[src/design/wdw_regs.vh]
// constants and register map for the windowed watchdog
`ifndef WDW_REGS_VH
`define WDW_REGS_VH
`define WDW_ADDR_CTRL     12'h000
`define WDW_ADDR_STATUS   12'h004
`define WDW_ADDR_CONFIG   12'h008
`define WDW_ADDR_CMD      12'h00C
`define WDW_ADDR_COUNT    12'h010
`define WDW_BIT_SLEEP     3
`define WDW_BIT_IDLE      2
`define WDW_BIT_TIMEOUT   4
`define WDW_BIT_SWEN      5
`define WDW_BIT_WINDOW_OFF 6
`define WDW_BIT_PRESEL    4
`define WDW_BIT_HWEN      7
`define WDW_POST_LSB      0
`define WDW_POST_MSB      3
`define WDW_CMD_CLEAR     0
`define WDW_CMD_SLEEP     1
`define WDW_CMD_IDLE      2
`define WDW_CMD_WAKE      3
`define WDW_CMD_SWITCH    4
`define WDW_PRE_SHORT     7'h1F
`define WDW_PRE_LONG      7'h7F
`define WDW_RC_CLOCK_HZ   32767
`define WDW_SYS_HZ        40000000
`define WDW_CONFIG_RESET  8'hFF
`endif

[src/design/wdw_prescale.v]
// prescaler and power-of-two postscaler counters
`timescale 1ns/1ps
`include "wdw_regs.vh"
module wdw_prescale #(
    parameter POST_W = 15
) (
    input  wire        clk_i,
    input  wire        rst_i,
    input  wire        tick_i,
    input  wire        clear_i,
    input  wire        presel_i,
    input  wire [3:0]  post_i,
    output reg         expire_o,
    output wire        early_o,
    output wire [15:0] count_o
);
    reg  [6:0]        pre;
    reg  [POST_W-1:0] post;
    wire [6:0]        pre_top;
    wire [POST_W-1:0] post_top;
    wire [POST_W-1:0] quarter;
    assign pre_top  = presel_i ? `WDW_PRE_LONG : `WDW_PRE_SHORT;
    assign post_top = (({{(POST_W-1){1'b0}}, 1'b1} << post_i) - 1'b1);
    // first three quarters of the full period, counted in postscaler steps; zero when post_i is below 2
    assign quarter  = (post_i >= 4'h2) ? (post_top - (post_top >> 2)) : {POST_W{1'b0}};
    assign early_o  = (post < quarter);
    assign count_o  = {1'b0, post};
    always @(posedge clk_i or posedge rst_i) begin
        if (rst_i) begin
            pre      <= 7'h00;
            post     <= {POST_W{1'b0}};
            expire_o <= 1'b0;
        end else begin
            expire_o <= 1'b0;
            if (clear_i) begin
                pre  <= 7'h00;
                post <= {POST_W{1'b0}};
            end else if (tick_i) begin
                if (pre >= pre_top) begin
                    pre <= 7'h00;
                    if (post >= post_top) begin
                        post     <= {POST_W{1'b0}};
                        expire_o <= 1'b1;
                    end else begin
                        post <= post + 1'b1;
                    end
                end else begin
                    pre <= pre + 1'b1;
                end
            end
        end
    end
endmodule

[src/design/wdw_sync.v]
// two-flop synchroniser for an asynchronous level
`timescale 1ns/1ps
module wdw_sync (
    input  wire clk_i,
    input  wire rst_i,
    input  wire d_i,
    output reg  q_o
);
    reg meta;
    always @(posedge clk_i or posedge rst_i) begin
        if (rst_i) begin
            meta <= 1'b0;
            q_o  <= 1'b0;
        end else begin
            meta <= d_i;
            q_o  <= meta;
        end
    end
endmodule

[src/design/wdw_top.v]
// windowed watchdog with apb registers
//
// The APB slave port and the register offsets were left to the implementer.
`timescale 1ns/1ps
`include "wdw_regs.vh"
module wdw_top (
    input  wire        CLK_SYS_I,
    input  wire        SYS_RST_I,
    input  wire        LOW_POWER_RC_CLOCK_I,
    input  wire        PSEL_I,
    input  wire        PENABLE_I,
    input  wire        PWRITE_I,
    input  wire [11:0] PADDR_I,
    input  wire [31:0] PWDATA_I,
    input  wire [3:0]  PSTRB_I,
    output reg  [31:0] PRDATA_O,
    output reg         PREADY_O,
    output reg         PSLVERR_O,
    output reg         RC_OSC_EN_O,
    output reg         WDT_RESET_O,
    output reg         WAKE_O
);
    reg  [7:0]  config_word;
    reg         sw_enable;
    reg         timeout_flag;
    reg         sleep_bit;
    reg         idle_bit;
    reg         clear_pulse;
    reg         rc_clock_prev;
    reg         next_clear;
    wire        rc_clock_sync;
    wire        expire;
    wire        early;
    wire [15:0] count;
    wire        running;
    wire        powersave;
    wire        wr;
    wire        rd;
    wire [31:0] status_word;

    assign wr = PSEL_I & PENABLE_I & PWRITE_I & PREADY_O;
    assign rd = PSEL_I & ~PWRITE_I & ~PENABLE_I;
    assign powersave = sleep_bit | idle_bit;
    assign running = config_word[`WDW_BIT_HWEN] | sw_enable;
    assign status_word = {26'h0, config_word[`WDW_BIT_HWEN] | sw_enable,
                          timeout_flag, sleep_bit, idle_bit, 2'h0};

    wdw_sync wdw_sync_i (
        .clk_i (CLK_SYS_I),
        .rst_i (SYS_RST_I),
        .d_i   (LOW_POWER_RC_CLOCK_I),
        .q_o   (rc_clock_sync)
    );

    wdw_prescale #(
        .POST_W (15)
    ) wdw_prescale_i (
        .clk_i    (CLK_SYS_I),
        .rst_i    (SYS_RST_I),
        .tick_i   (running & rc_clock_sync & ~rc_clock_prev),
        .clear_i  (clear_pulse | ~running),
        .presel_i (config_word[`WDW_BIT_PRESEL]),
        .post_i   (config_word[`WDW_POST_MSB:`WDW_POST_LSB]),
        .expire_o (expire),
        .early_o  (early),
        .count_o  (count)
    );

    // command decode: clear, sleep, idle, wake and switch all restart counts
    always @* begin
        next_clear = 1'b0;
        if (wr && PADDR_I == `WDW_ADDR_CMD && PSTRB_I[0]) begin
            next_clear = PWDATA_I[`WDW_CMD_CLEAR] | PWDATA_I[`WDW_CMD_SLEEP]
                       | PWDATA_I[`WDW_CMD_IDLE] | PWDATA_I[`WDW_CMD_WAKE]
                       | PWDATA_I[`WDW_CMD_SWITCH];
        end
        if (expire && powersave) begin
            next_clear = 1'b1;
        end
    end

    always @(posedge CLK_SYS_I or posedge SYS_RST_I) begin
        if (SYS_RST_I) begin
            config_word  <= `WDW_CONFIG_RESET;
            sw_enable    <= 1'b0;
            timeout_flag <= 1'b0;
            sleep_bit    <= 1'b0;
            idle_bit     <= 1'b0;
            clear_pulse  <= 1'b0;
            rc_clock_prev <= 1'b0;
            PRDATA_O     <= 32'h00000000;
            PREADY_O     <= 1'b0;
            PSLVERR_O    <= 1'b0;
            RC_OSC_EN_O  <= 1'b0;
            WDT_RESET_O  <= 1'b0;
            WAKE_O       <= 1'b0;
        end else begin
            rc_clock_prev <= rc_clock_sync;
            clear_pulse <= next_clear;
            RC_OSC_EN_O <= running;
            WDT_RESET_O <= 1'b0;
            WAKE_O      <= 1'b0;
            PREADY_O    <= PSEL_I & ~PENABLE_I;
            if (rd) begin
                case (PADDR_I)
                    `WDW_ADDR_CTRL:   PRDATA_O <= {24'h000000, config_word};
                    `WDW_ADDR_STATUS: PRDATA_O <= status_word;
                    `WDW_ADDR_CONFIG: PRDATA_O <= {24'h000000, config_word};
                    `WDW_ADDR_COUNT:  PRDATA_O <= {16'h0000, count};
                    default:          PRDATA_O <= 32'h00000000;
                endcase
            end
            PSLVERR_O <= PSEL_I & ~PENABLE_I & (PADDR_I != `WDW_ADDR_CTRL)
                       & (PADDR_I != `WDW_ADDR_STATUS) & (PADDR_I != `WDW_ADDR_CONFIG)
                       & (PADDR_I != `WDW_ADDR_CMD) & (PADDR_I != `WDW_ADDR_COUNT);
            if (wr && PSTRB_I[0]) begin
                if (PADDR_I == `WDW_ADDR_CONFIG) begin
                    config_word <= PWDATA_I[7:0];
                end
                if (PADDR_I == `WDW_ADDR_STATUS) begin
                    sw_enable    <= PWDATA_I[`WDW_BIT_SWEN];
                    timeout_flag <= PWDATA_I[`WDW_BIT_TIMEOUT];
                    sleep_bit    <= PWDATA_I[`WDW_BIT_SLEEP];
                    idle_bit     <= PWDATA_I[`WDW_BIT_IDLE];
                end
                if (PADDR_I == `WDW_ADDR_CMD) begin
                    if (PWDATA_I[`WDW_CMD_SLEEP]) begin
                        sleep_bit <= 1'b1;
                    end
                    if (PWDATA_I[`WDW_CMD_IDLE]) begin
                        idle_bit <= 1'b1;
                    end
                    if (PWDATA_I[`WDW_CMD_CLEAR] && running && !powersave
                        && !config_word[`WDW_BIT_WINDOW_OFF] && early) begin
                        WDT_RESET_O  <= 1'b1;
                        timeout_flag <= 1'b1;
                    end
                end
            end
            if (expire) begin
                timeout_flag <= 1'b1;
                if (powersave) begin
                    WAKE_O <= 1'b1;
                end else begin
                    WDT_RESET_O <= 1'b1;
                end
            end
        end
    end
endmodule

[config.mk]
export PLATFORM = sky130hd
export DESIGN_NAME = wdw_top
export DESIGN_NICKNAME = d
export VERILOG_FILES = /design/src/design/wdw_prescale.v /design/src/design/wdw_sync.v /design/src/design/wdw_top.v
export VERILOG_INCLUDE_DIRS = /design/src /design/src/design
export SDC_FILE = /design/constraint.sdc
export NUM_CORES = 1
export LEC_CHECK = 0
export ABC_AREA = 1
export BUFFER_PORTS_ARGS = -buffer_cell sky130_fd_sc_hd__buf_2
export CORE_MARGIN = 2
export CORE_UTILIZATION = 38
export CTS_CLUSTER_SIZE = 30
export DETAILED_ROUTE_END_ITERATION = 10
export GPL_ROUTABILITY_DRIVEN = 1
export PLACE_DENSITY_LB_ADDON = 0.1
export SYNTH_ARGS = -nofsm -noshare
export SYNTH_HDL_FRONTEND = slang
export SYNTH_SLANG_ARGS = --single-unit
[constraint.sdc]
create_clock -name CLK_SYS_I -period 10.8 [get_ports CLK_SYS_I]
set_input_delay 0.54 -clock CLK_SYS_I [delete_from_list [all_inputs] [get_ports CLK_SYS_I]]
set_output_delay 0.54 -clock CLK_SYS_I [all_outputs]
set_load 0.1 [all_outputs]
==> run summary, run 1 <==
Outcome = finished clean
Crit path DAT = 5.51 ns
Die height = 117 um
Post-Syn Area = 4880 um^2
Crit path time final = 5.30 ns
Total negative slack = 0 ns
Synth Register Bits = 59
RSZ-0062 raised after global routing = no
Nets = 798
Fin area = 5520 um^2
Critical path launch point type = flip-flop
Synth async-reset ratio = 1.00
Largest net degree at the start of global routing = 60
Post-DP HPWL = 9.96 mm
WP data required = 11.01 ns
Leading area contributor after synthesis = dfrtp_1
Share of the synthesized area in the top cell type = 0.261
P_leak = 2.84 nW
TritonCTS Buffers = 9
CP most frequent cell = nand2_1
Hold Buf Count CTS = 0
Inst Count DP = 865
Slowest-stage cell, CP = dfstp_2
Area after DPL = 5190 um^2
Sequential-to-total area share from yosys stat = 0.304
Critical path class = reg2reg
Gate count of the mapped netlist = 660
Area Growth Syn to Fin = 13.0%
Clock slew at reported path FFs = 0.05 ns
Die W = 117 um
# rows = 41
Netlist cell types = 52
Clock sink count = 59
Post-CTS Setup Inserts = 0
Primary FF master, synth = dfrtp_1
GP Congestion = 0.860
Drt wl/cell = 14.4 um
Mean area per synthesized cell = 7.40 um^2
Utilization after layout = 0.439
Global-route wire length before repair = 21.4 mm
CORE AREA = 12600 um^2
Drt total wl = 12.7 mm
Final std cells w/o fill = 881
Worst setup EP type = flip-flop
DRT Pass-1 Iters = 5
Hold Path Depth = 1
P per Cell Area = 105 nW/um^2
EDFF count, synth = 0
Max incr delay on CP = 0.76 ns
Initial antenna violation count = 0
Overall power = 0.580 mW
Rel. slew slack = 0.488
Final slew viol count = 0
Max VDD drop = 0.0000901 V
Latest clock arrival within the worst-skew pair = 0.32 ns
Die area = 13800 um^2
I/O Buffers = 46
Maximum root-to-sink buffer count = 2
CTS tree = done
Fill cell count = 1306
Share of layout cells above drive strength 1 = 0.168
Initial DRC Count = 226
Finish-stage setup viols = 0
N_diodes = 0
Drt drc = 0
Worst-path fanout max = 17
Period utilization = 0.491
Post-cts sizing count = 0
Clock skew = 0.00564 ns
Max capacitance violation total = 0
CTS H-Tree Depth = 3
Maximum operating frequency = 0.189 GHz
Antenna viol nets, final = 0
Total global-route track usage = 0.190
Area contributors post-synth = dfrtp_1 26%, nand2_1 12%, ha_1 10%
Worst Max-Slew Pin Slew = 0.768 ns
Initial Util = 0.388
Final hold vios = 0
Top Ports = 91
Vias = 4382
Vias per std cell = 4.97
Reg2Reg Depth = 28
Grt ovf = 0
Yosys warning total = 0
Clock tree root driver cell = clkbuf_16
Worst min path class = in2reg
Vias in the first global route = 4304
-- cells by family after synthesis --
logic type	synth area share
XOR/XNOR	0.0251
flip-flops	0.304
buffers and inverters	0.117
adder cells (fa/ha/maj)	0.104
other	0.000768
multiplexers	0.00461
AND/OR/NAND/NOR	0.328
AO/OA/AOI/OAI	0.117
-- worst paths after layout --
check / startpoint / end / slack [ns]
setup / recovery: config_word[2] / WDT_RESET_O / 5.50
hold / removal: LOW_POWER_RC_CLOCK_I / wdw_sync_i.meta / 0.32
setup reg to reg: config_word[2] / WDT_RESET_O / 5.50
hold reg to reg: wdw_sync_i.meta / wdw_sync_i.q_o / 0.35
max in group asynchronous: SYS_RST_I / wdw_prescale_i.pre[3] / 9.86
min in group asynchronous: SYS_RST_I / PRDATA_O[13] / 0.42
-- power by group --
part	total, mW	switching [mW]	internal (mW)
registers	0.223	0.000344	0.222
clock network	0.311	0.0981	0.213
logic	0.0457	0.0402	0.00545
total	0.580	0.139	0.441
-- state kept, by name (all words and copies together) (netlist names) --
signal / cells
PRDATA_O: 15
PREADY_O: 1
PSLVERR_O: 1
RC_OSC_EN_O: 1
WAKE_O: 1
WDT_RESET_O: 1
clear_pulse: 1
config_word: 8
idle_bit: 1
rc_clock_prev: 1
sleep_bit: 1
sw_enable: 1
timeout_flag: 1
wdw_prescale_i.expire_o: 1
wdw_prescale_i.post: 15
wdw_prescale_i.pre: 7
wdw_sync_i.meta: 1
wdw_sync_i.q_o: 1
-- cell usage in the layout, fill, tap and decap left out, types with 3 or more instances in the layout --
| master | n |
|---|---|
| nand2_1 | 155 |
| inv_1 | 89 |
| nand3_1 | 53 |
| dfrtp_1 | 51 |
| nor2_1 | 51 |
| buf_2 | 46 |
| ha_1 | 39 |
| o21ai_0 | 29 |
| nand4_1 | 23 |
| a21oi_1 | 22 |
| conb_1 | 17 |
| xor2_1 | 12 |
| nand2_2 | 9 |
| clkbuf_16 | 9 |
| o21ai_2 | 8 |
| dfstp_2 | 8 |
| o31ai_1 | 7 |
| inv_2 | 6 |
| nor3_1 | 6 |
| nand3_2 | 5 |
| clkinv_2 | 4 |
| a21boi_0 | 4 |
| o221ai_1 | 4 |
| nand3_4 | 3 |
| nor2_4 | 3 |
| nor2_2 | 3 |
| nand3b_1 | 3 |
| a211oi_1 | 3 |
| o22ai_1 | 3 |
-- metrics by stage --
| step | worst slack (ns) | hold slack (ns) |
|---|---|---|
| finish | 5.50 | 0.322 |
| detailed placement | 5.53 | 0.336 |
| global placement | 5.62 | 0.333 |
| CTS | 5.49 | 0.310 |
| global route | 4.98 | 0.316 |
| floorplan | 6.89 | 0.331 |
-- area by class of cell --
type / count / area [um^2] / area share
Multi-Input combinational cell: 491 / 2890 / 0.523
Sequential cell: 59 / 1490 / 0.270
Inverter: 96 / 362 / 0.0656
Clock buffer: 11 / 253 / 0.0458
Timing Repair Buffer: 47 / 238 / 0.0431
Tap cell: 172 / 215 / 0.0390
Clock inverter: 5 / 75.1 / 0.0136
-- critical path: cells and delay by family (launching register included) --
family,cells,cell delay (ns)
DFF,1,0.76
adders and majority gates,4,1.23
buffers and inverters,5,0.59
and+or+nand+nor,14,1.87
AOI/OAI and AO/OA,4,0.41
xor gates and xnor gates,1,0.32
-- synthesized netlist by cell type, types with 3 or more instances --
library cell / n
nand3b_1: 3
nand3_2: 5
o22ai_1: 3
buf_2: 4
o21ai_2: 8
a21oi_1: 22
nand3_1: 53
nor2_2: 3
nor3_1: 6
o31ai_1: 7
nor2_4: 3
nand3_4: 3
ha_1: 39
nand4_1: 23
o21ai_0: 29
dfstp_2: 8
inv_1: 90
nand2_2: 9
a21boi_0: 4
o221ai_1: 4
dfrtp_1: 51
a211oi_1: 3
buf_4: 17
nor2_1: 51
inv_2: 5
clkbuf_1: 6
nand2_1: 155
xor2_1: 12
-- routing by layer --
layer | track usage | share of wire | wire (um)
met5 | 0 | 0 | 0
met4 | 0.0437 | 0.011 | 145
met1 | 0.253 | 0.47 | 5930
met2 | 0.327 | 0.49 | 6170
met3 | 0.0263 | 0.033 | 416
No activity file was read; power rests on OpenSTA's default activity.
==> run 2: changes to the inputs <==
clock period = 4.4 ns   (was 10.8 ns; I/O delays follow)
==> run 2 against run 1 <==
Compared with the run above:
- first-iteration DRC count grew 35%
- via count is 2.4% higher
- clock-buffer cell count is 1 lower
- clock skew about the same
==> run summary, run 2 (synthesized netlist as in run 1, its figures left out) <==
Outcome = finished clean
Post-DP HPWL = 10.1 mm (+1.1%)
Crit path time final = 4.09 ns (-1.21 ns)
Global-route wire length before repair = 21.2 mm (-1.2%)
Max VDD drop = 0.000252 V (+180%)
Nets = 815 (+2.1%)
Initial antenna violation count = 0 (unchanged)
Utilization after layout = 0.450 (+0.0109)
Die area = 13800 um^2 (unchanged)
Worst Max-Slew Pin Slew = 0.769 ns (+0.00142 ns)
TritonCTS Buffers = 9 (unchanged)
Rel. slew slack = 0.487 (-0.000944)
Drt wl/cell = 14.3 um (-0.18%)
Drt drc = 0 (unchanged)
Top Ports = 91 (unchanged)
N_diodes = 0 (unchanged)
Max capacitance violation total = 0 (unchanged)
Register share of total power = 0.383 (about the same)
Inst Count DP = 879 (+1.6%)
Total global-route track usage = 0.191 (+0.00105)
Total net switching power = 0.356 mW (+160%)
Finish-stage setup viols = 0 (unchanged)
Most frequent cells in the layout = 155 x nand2_1, 89 x inv_1, 53 x nand3_1, 51 x dfrtp_1, 50 x nor2_1
Clk pwr share = 0.537 (about the same)
Sw Ratio = 0.250 (+0.0106)
Largest net degree at the start of global routing = 60 (unchanged)
Vias in the first global route = 4267 (-0.86%)
Maximum operating frequency = 0.244 GHz (+30%)
Initial DRC Count = 306 (+35%)
Vias per std cell = 5.00 (+0.46%)
Final slew viol count = 0 (unchanged)
Share of layout cells above drive strength 1 = 0.189 (+0.0209)
Worst-path fanout max = 8 (-9)
Critical path class = reg2reg
Maximum root-to-sink buffer count = 2 (unchanged)
Clock tree root driver cell = clkbuf_16
Power Internal = 1.07 mW (+140%)
Multi-input logic area = 2890 um^2 (+0.22%)
Family with the most delay on the worst path = compound AO/OA/AOI/OAI gates
Fill cell count = 1278 (-2.1%)
Critical path launch point type = flip-flop
Pre-CTS WS = 0.331 ns (-5.20 ns)
Cell chain of the critical path = nor2_4 > buf_4 > nand3_1 > ha_1 > nand2_1 > buf_4 > o21ai_0 > inv_1 > ha_1 > nand2_1 > o21ai_1 > inv_1 > nand2_1 > nand3_1 > ha_1 > nand2_1 > inv_1 > nand3_1 > a21oi_1 > o21ai_0 > o211ai_1 > nand4_1 > nand2_1 > nand2_1
Clock sink count = 59 (unchanged)
Max incr delay on CP = 0.55 ns (-0.21 ns)
Final hold vios = 0 (unchanged)
WP data required = 4.62 ns (-6.39 ns)
Antenna viol nets, final = 0 (unchanged)
Crit path DAT = 4.31 ns (-1.20 ns)
Initial Util = 0.388 (unchanged)
Final hold slack = 0.0756 ns (-0.246 ns)
P per Cell Area = 252 nW/um^2 (+140%)
Die W = 117 um (unchanged)
DRT Pass-1 Iters = 4 (-1)
Clock slew at reported path FFs = 0.05 ns (about the same)
Most common cell after layout, fill and taps aside = nand2_1
Area Growth Syn to Fin = 15.8%
Period utilization = 0.930 (+0.439)
Final worst slack = 0.308 ns (-5.19 ns)
Latest clock arrival within the worst-skew pair = 0.33 ns (about the same)
CP most frequent cell = nand2_1
RSZ-0062 raised after global routing = no
Die height = 117 um (unchanged)
# rows = 41 (unchanged)
Vias = 4487 (+2.4%)
Gate power share = 0.080 (about the same)
Clock skew = 0.00523 ns (-0.000404 ns)
Grt ovf = 0 (unchanged)
CTS H-Tree Depth = 3 (unchanged)
CORE AREA = 12600 um^2 (unchanged)
P_leak = 2.91 nW (+2.5%)
Register area = 1490 um^2 (unchanged)
Biggest regs = PRDATA_O x15, wdw_prescale_i.post x15, config_word x8
Drt total wl = 12.9 mm (+1.7%)
CTS tree = done
Total negative slack = 0 ns (unchanged)
Worst setup EP type = flip-flop
I/O Buffers = 46 (unchanged)
Slowest-stage cell, CP = dfstp_2
Final std cells w/o fill = 898 (+1.9%)
GP Congestion = 0.814 (-5.3%)
Worst min path class = in2reg
Buffers & Inverters on Critical Path = 5 (unchanged)
## run 2: timing repair
action                                 CTS  global route
endpoints found under the hold margin    1             0
hold buffers                             1             0
setup buffers                            0             2
resized for setup                        0             4
setup endpoints to repair                0             2
## run 2: power by group through the flow
stage / clock network [mW] / registers, mW / logic (mW)
floorplan: 0 / 0.563 / 0.0955
global placement: 0 / 0.556 / 0.113
detailed placement: 0 / 0.556 / 0.114
CTS: 0.781 / 0.547 / 0.114
global route: 0.804 / 0.547 / 0.120
finish: 0.766 / 0.547 / 0.114
## run 2: layer usage
layer	vias to the layer above	GRT usage	wire, um
met1	2117	0.252	6050
met3	13	0.0355	449
li1	2278	-	-
met5	-	0	0
met2	79	0.323	6240
met4	0	0.0489	140
## run 2: area by class of cell
type	instances	share of cell area
clock buffers	10	0.0423
clock inverters	6	0.0157
inverters	96	0.0640
multi-input cells	491	0.512
flip-flops and latches	59	0.263
well taps	172	0.0381
repair buffers	64	0.0651
## run 2: path summary, 6_finish.rpt
| kind | from | end | slack (ns) | cells past startpoint |
|---|---|---|---|---|
| hold reg to reg | wdw_sync_i.meta | wdw_sync_i.q_o | 0.35 | 0 |
| setup reg to reg | config_word[2] | timeout_flag | 0.31 | 24 |
| max in group asynchronous | SYS_RST_I | wdw_prescale_i.post[4] | 3.79 | 3 |
| hold / removal | PENABLE_I | PREADY_O | 0.08 | 2 |
| setup / recovery | config_word[2] | timeout_flag | 0.31 | 24 |
| min in group asynchronous | SYS_RST_I | PRDATA_O[8] | 0.10 | 3 |
## run 2: stage by stage
step / instance area, um^2 / power (mW)
6_report: 5650 / 1.43
5_1_grt: 5650 / 1.47
3_3_place_gp: 5290 / 0.668
3_5_place_dp: 5290 / 0.669
2_1_floorplan: 4940 / 0.658
4_1_cts: 5630 / 1.44
==> run 3: changes to the inputs <==
BUFFER_PORTS_ARGS = default   (was -buffer_cell sky130_fd_sc_hd__buf_2)
DONT_BUFFER_PORTS = 1   (was default)
SYNTH_HIERARCHICAL = 1   (was default)
==> run 3 against run 2 <==
Compared with the run above:
- the run now ends with negative hold slack left
- worst setup slack got worse by 0.0015 ns
- wire length up 5.2%
- sequential power rose by 3%
- flip-flop and latch count is 1 higher
==> run summary, run 3 <==
Crit path time final = 4.09 ns (+0.00148 ns)
Gate power share = 0.071 (-0.009)
Grt ovf = 0 (unchanged)
Total global-route track usage = 0.198 (+0.00714)
Overall power = 1.37 mW (-3.9%)
Die W = 120 um (+1.8%)
Clock tree root driver cell = clkbuf_16
Clock skew = 0.0114 ns (+0.00615 ns)
Post-DP HPWL = 10.4 mm (+3.7%)
Vias per std cell = 4.99 (-0.22%)
Post-Syn Area = 5070 um^2 (+3.9%)
Worst-path fanout max = 4 (-4)
Area Growth Syn to Fin = 15.0%
Antenna viol nets, final = 0 (unchanged)
P per Cell Area = 235 nW/um^2 (-6.8%)
Vias = 4567 (+1.8%)
I/O Buffers = 0 (-100%)
Nets = 834 (+2.3%)
Synth Register Bits = 60 (+1.7%)
Critical path launch point type = flip-flop
Clk pwr share = 0.518 (-0.019)
Most frequent cells in the layout = 172 x nand2_1, 81 x inv_1, 60 x nand3_1, 52 x dfrtp_1, 46 x nor2_1
CTS H-Tree Depth = 3 (unchanged)
Biggest register = PRDATA_O
Initial antenna violation count = 0 (unchanged)
Sw Ratio = 0.267 (+0.0173)
Max reg flops = 16
Max capacitance violation total = 0 (unchanged)
Biggest regs = PRDATA_O x16, wdw_prescale_i/post x15, config_word x8
Primary FF master, synth = dfrtp_1
CTS tree = done
Drt total wl = 13.6 mm (+5.2%)
WP data required = 4.67 ns (+0.05 ns)
Initial Util = 0.386 (-0.00245)
Maximum operating frequency = 0.244 GHz (about the same)
Final hold slack = -0.0131 ns (-0.0887 ns)
Maximum root-to-sink buffer count = 2 (unchanged)
Worst Max-Slew Pin Slew = 0.954 ns (+0.185 ns)
Most frequent cell after synthesis = nand2_1
Failing checks = negative hold slack
Slowest-stage cell, CP = dfstp_2
Register share of total power = 0.410 (+0.027)
Worst setup EP type = flip-flop
Largest net degree at the start of global routing = 36 (-40%)
Total net switching power = 0.366 mW (+2.8%)
Final hold vios = 21 (+21)
Clock sink count = 60 (+1.7%)
Netlist cell types = 47 (-9.6%)
Max VDD drop = 0.000281 V (+11%)
CP Launch Point = config_word[0]
Top Ports = 91 (unchanged)
Share of layout cells above drive strength 1 = 0.185 (-0.00357)
EDFF count, synth = 0 (unchanged)
Initial DRC Count = 288 (-5.9%)
Fill cell count = 1364 (+6.7%)
P_leak = 2.93 nW (+0.54%)
Share of the synthesized area in the top cell type = 0.257 (-0.00480)
Latest clock arrival within the worst-skew pair = 0.34 ns (about the same)
Die area = 14300 um^2 (+3.7%)
Critical path class = reg2reg
N_diodes = 0 (unchanged)
Global-route wire length before repair = 22.2 mm (+5.1%)
Drt drc = 0 (unchanged)
Total negative slack = 0 ns (unchanged)
Area contributors post-synth = dfrtp_1 26%, nand2_1 13%, ha_1 11%
Sequential-to-total area share from yosys stat = 0.298 (-0.00641)
Max incr delay on CP = 0.54 ns (about the same)
Most common cell after layout, fill and taps aside = nand2_1
Top cells by count, synth = 174 x nand2_1, 86 x inv_1, 60 x nand3_1
Period utilization = 0.930 (about the same)
GP Congestion = 0.865 (+6.3%)
FF-to-FF Start = config_word[0]
Power Internal = 1.01 mW (-6.1%)
Synth async-reset ratio = 1.00 (unchanged)
# rows = 42 (+2.4%)
Outcome = complete, but fails checks
Die height = 120 um (+1.8%)
Drt wl/cell = 14.8 um (+3.1%)
TritonCTS Buffers = 9 (unchanged)
Finish-stage setup viols = 0 (unchanged)
Clock slew at reported path FFs = 0.06 ns (about the same)
Gate count of the mapped netlist = 700 (+6.1%)
Mean area per synthesized cell = 7.24 um^2 (-2.1%)
DRT Pass-1 Iters = 4 (unchanged)
Yosys warning total = 6 (+6)
Final slew viol count = 0 (unchanged)
Rel. slew slack = 0.364 (-0.123)
CORE AREA = 13100 um^2 (+4.5%)
Vias in the first global route = 4460 (+4.5%)
Leading area contributor after synthesis = dfrtp_1
Crit path DAT = 4.36 ns (+0.05 ns)
Worst min path class = in2async
==> run 3: cell count changes in the layout (fill, tap and decap cells not counted), sizes merged, moves of 5 or more <==
cell / delta
nor2: +11
nand2: +16
nand4: -7
nor3: +12
a21oi: +18
o31ai: -7
buf: -31
ha: +5
nand3: +10
o21ai: +5
==> run 3: power groups by stage <==
stage	combinational [mW]	clock (mW)	sequential [mW]
finish	0.0978	0.711	0.563
global route	0.105	0.756	0.562
CTS	0.0985	0.729	0.563
detailed placement	0.0947	0	0.572
global placement	0.0940	0	0.572
floorplan	0.0994	0	0.572
==> run 3: worst max-delay path, delay by kind of cell (launching register included) <==
family / cells / cell delay (ns)
AOI/OAI and AO/OA: 4 / 0.51
adders and majority gates: 4 / 1.03
and+or+nand+nor: 14 / 1.39
buffers and inverters: 5 / 0.41
DFF: 1 / 0.54
xor gates and xnor gates: 1 / 0.15
==> run 3: kinds of logic after synthesis <==
| kind of cell | after synthesis | share of synthesized area |
|---|---|---|
| compound gates | 92 | 0.103 |
| xor+xnor | 11 | 0.0190 |
| fa+ha+maj | 45 | 0.113 |
| buf+inv | 120 | 0.113 |
| flops | 60 | 0.298 |
| other cells | 2 | 0.00148 |
| simple gates | 370 | 0.353 |
==> run 3: layout make-up <==
type | count | area, um^2 | share of cell area
clock inverters | 7 | 75.1 | 0.0129
repair buffers | 37 | 290 | 0.0498
inverters | 92 | 348 | 0.0596
well taps | 176 | 220 | 0.0378
flip-flops and latches | 60 | 1510 | 0.259
clock buffers | 9 | 225 | 0.0386
multi-input cells | 535 | 3160 | 0.542
==> run 3: stage by stage <==
stage	hold WS, ns	util	worst slack, ns	instance area (um^2)	std cells
6_report	-0.0131	0.444	0.307	5830	916
5_1_grt	0.00810	0.444	-0.0509	5830	916
3_3_place_gp	-0.0332	0.408	0.0169	5360	894
2_1_floorplan	-0.0388	-	0.362	5130	715
3_5_place_dp	-0.0333	0.408	0.00720	5360	894
4_1_cts	0.000596	0.435	0.0172	5710	915
==> run 3: per-layer routing <==
layer	routed length, um	part of all wire	global-route usage	up-vias
met5	0	0	0	-
met4	162	0.012	0.0544	0
met3	533	0.039	0.0390	11
met2	6360	0.47	0.317	78
met1	6500	0.48	0.274	2136
li1	-	-	-	2342
==> run 3: final timing paths <==
kind                       cells after the start  slack, ns                endpoint
setup / recovery                              28       0.31            timeout_flag
hold / removal                                 1      -0.01  wdw_prescale_i/post[1]
setup reg to reg                              28       0.31            timeout_flag
hold reg to reg                                0       0.36          wdw_sync_i/q_o
max in group asynchronous                      3       3.58          config_word[5]
min in group CLK_SYS_I                         2       0.01               sleep_bit
==> run 3: repair_timing <==
item	4_1_cts	5_1_grt
hold endpoints to repair	33	0
pin swaps	0	5
hold buffers	5	0
gates resized for setup	1	34
buffers inserted	0	1
setup endpoints to repair	1	2
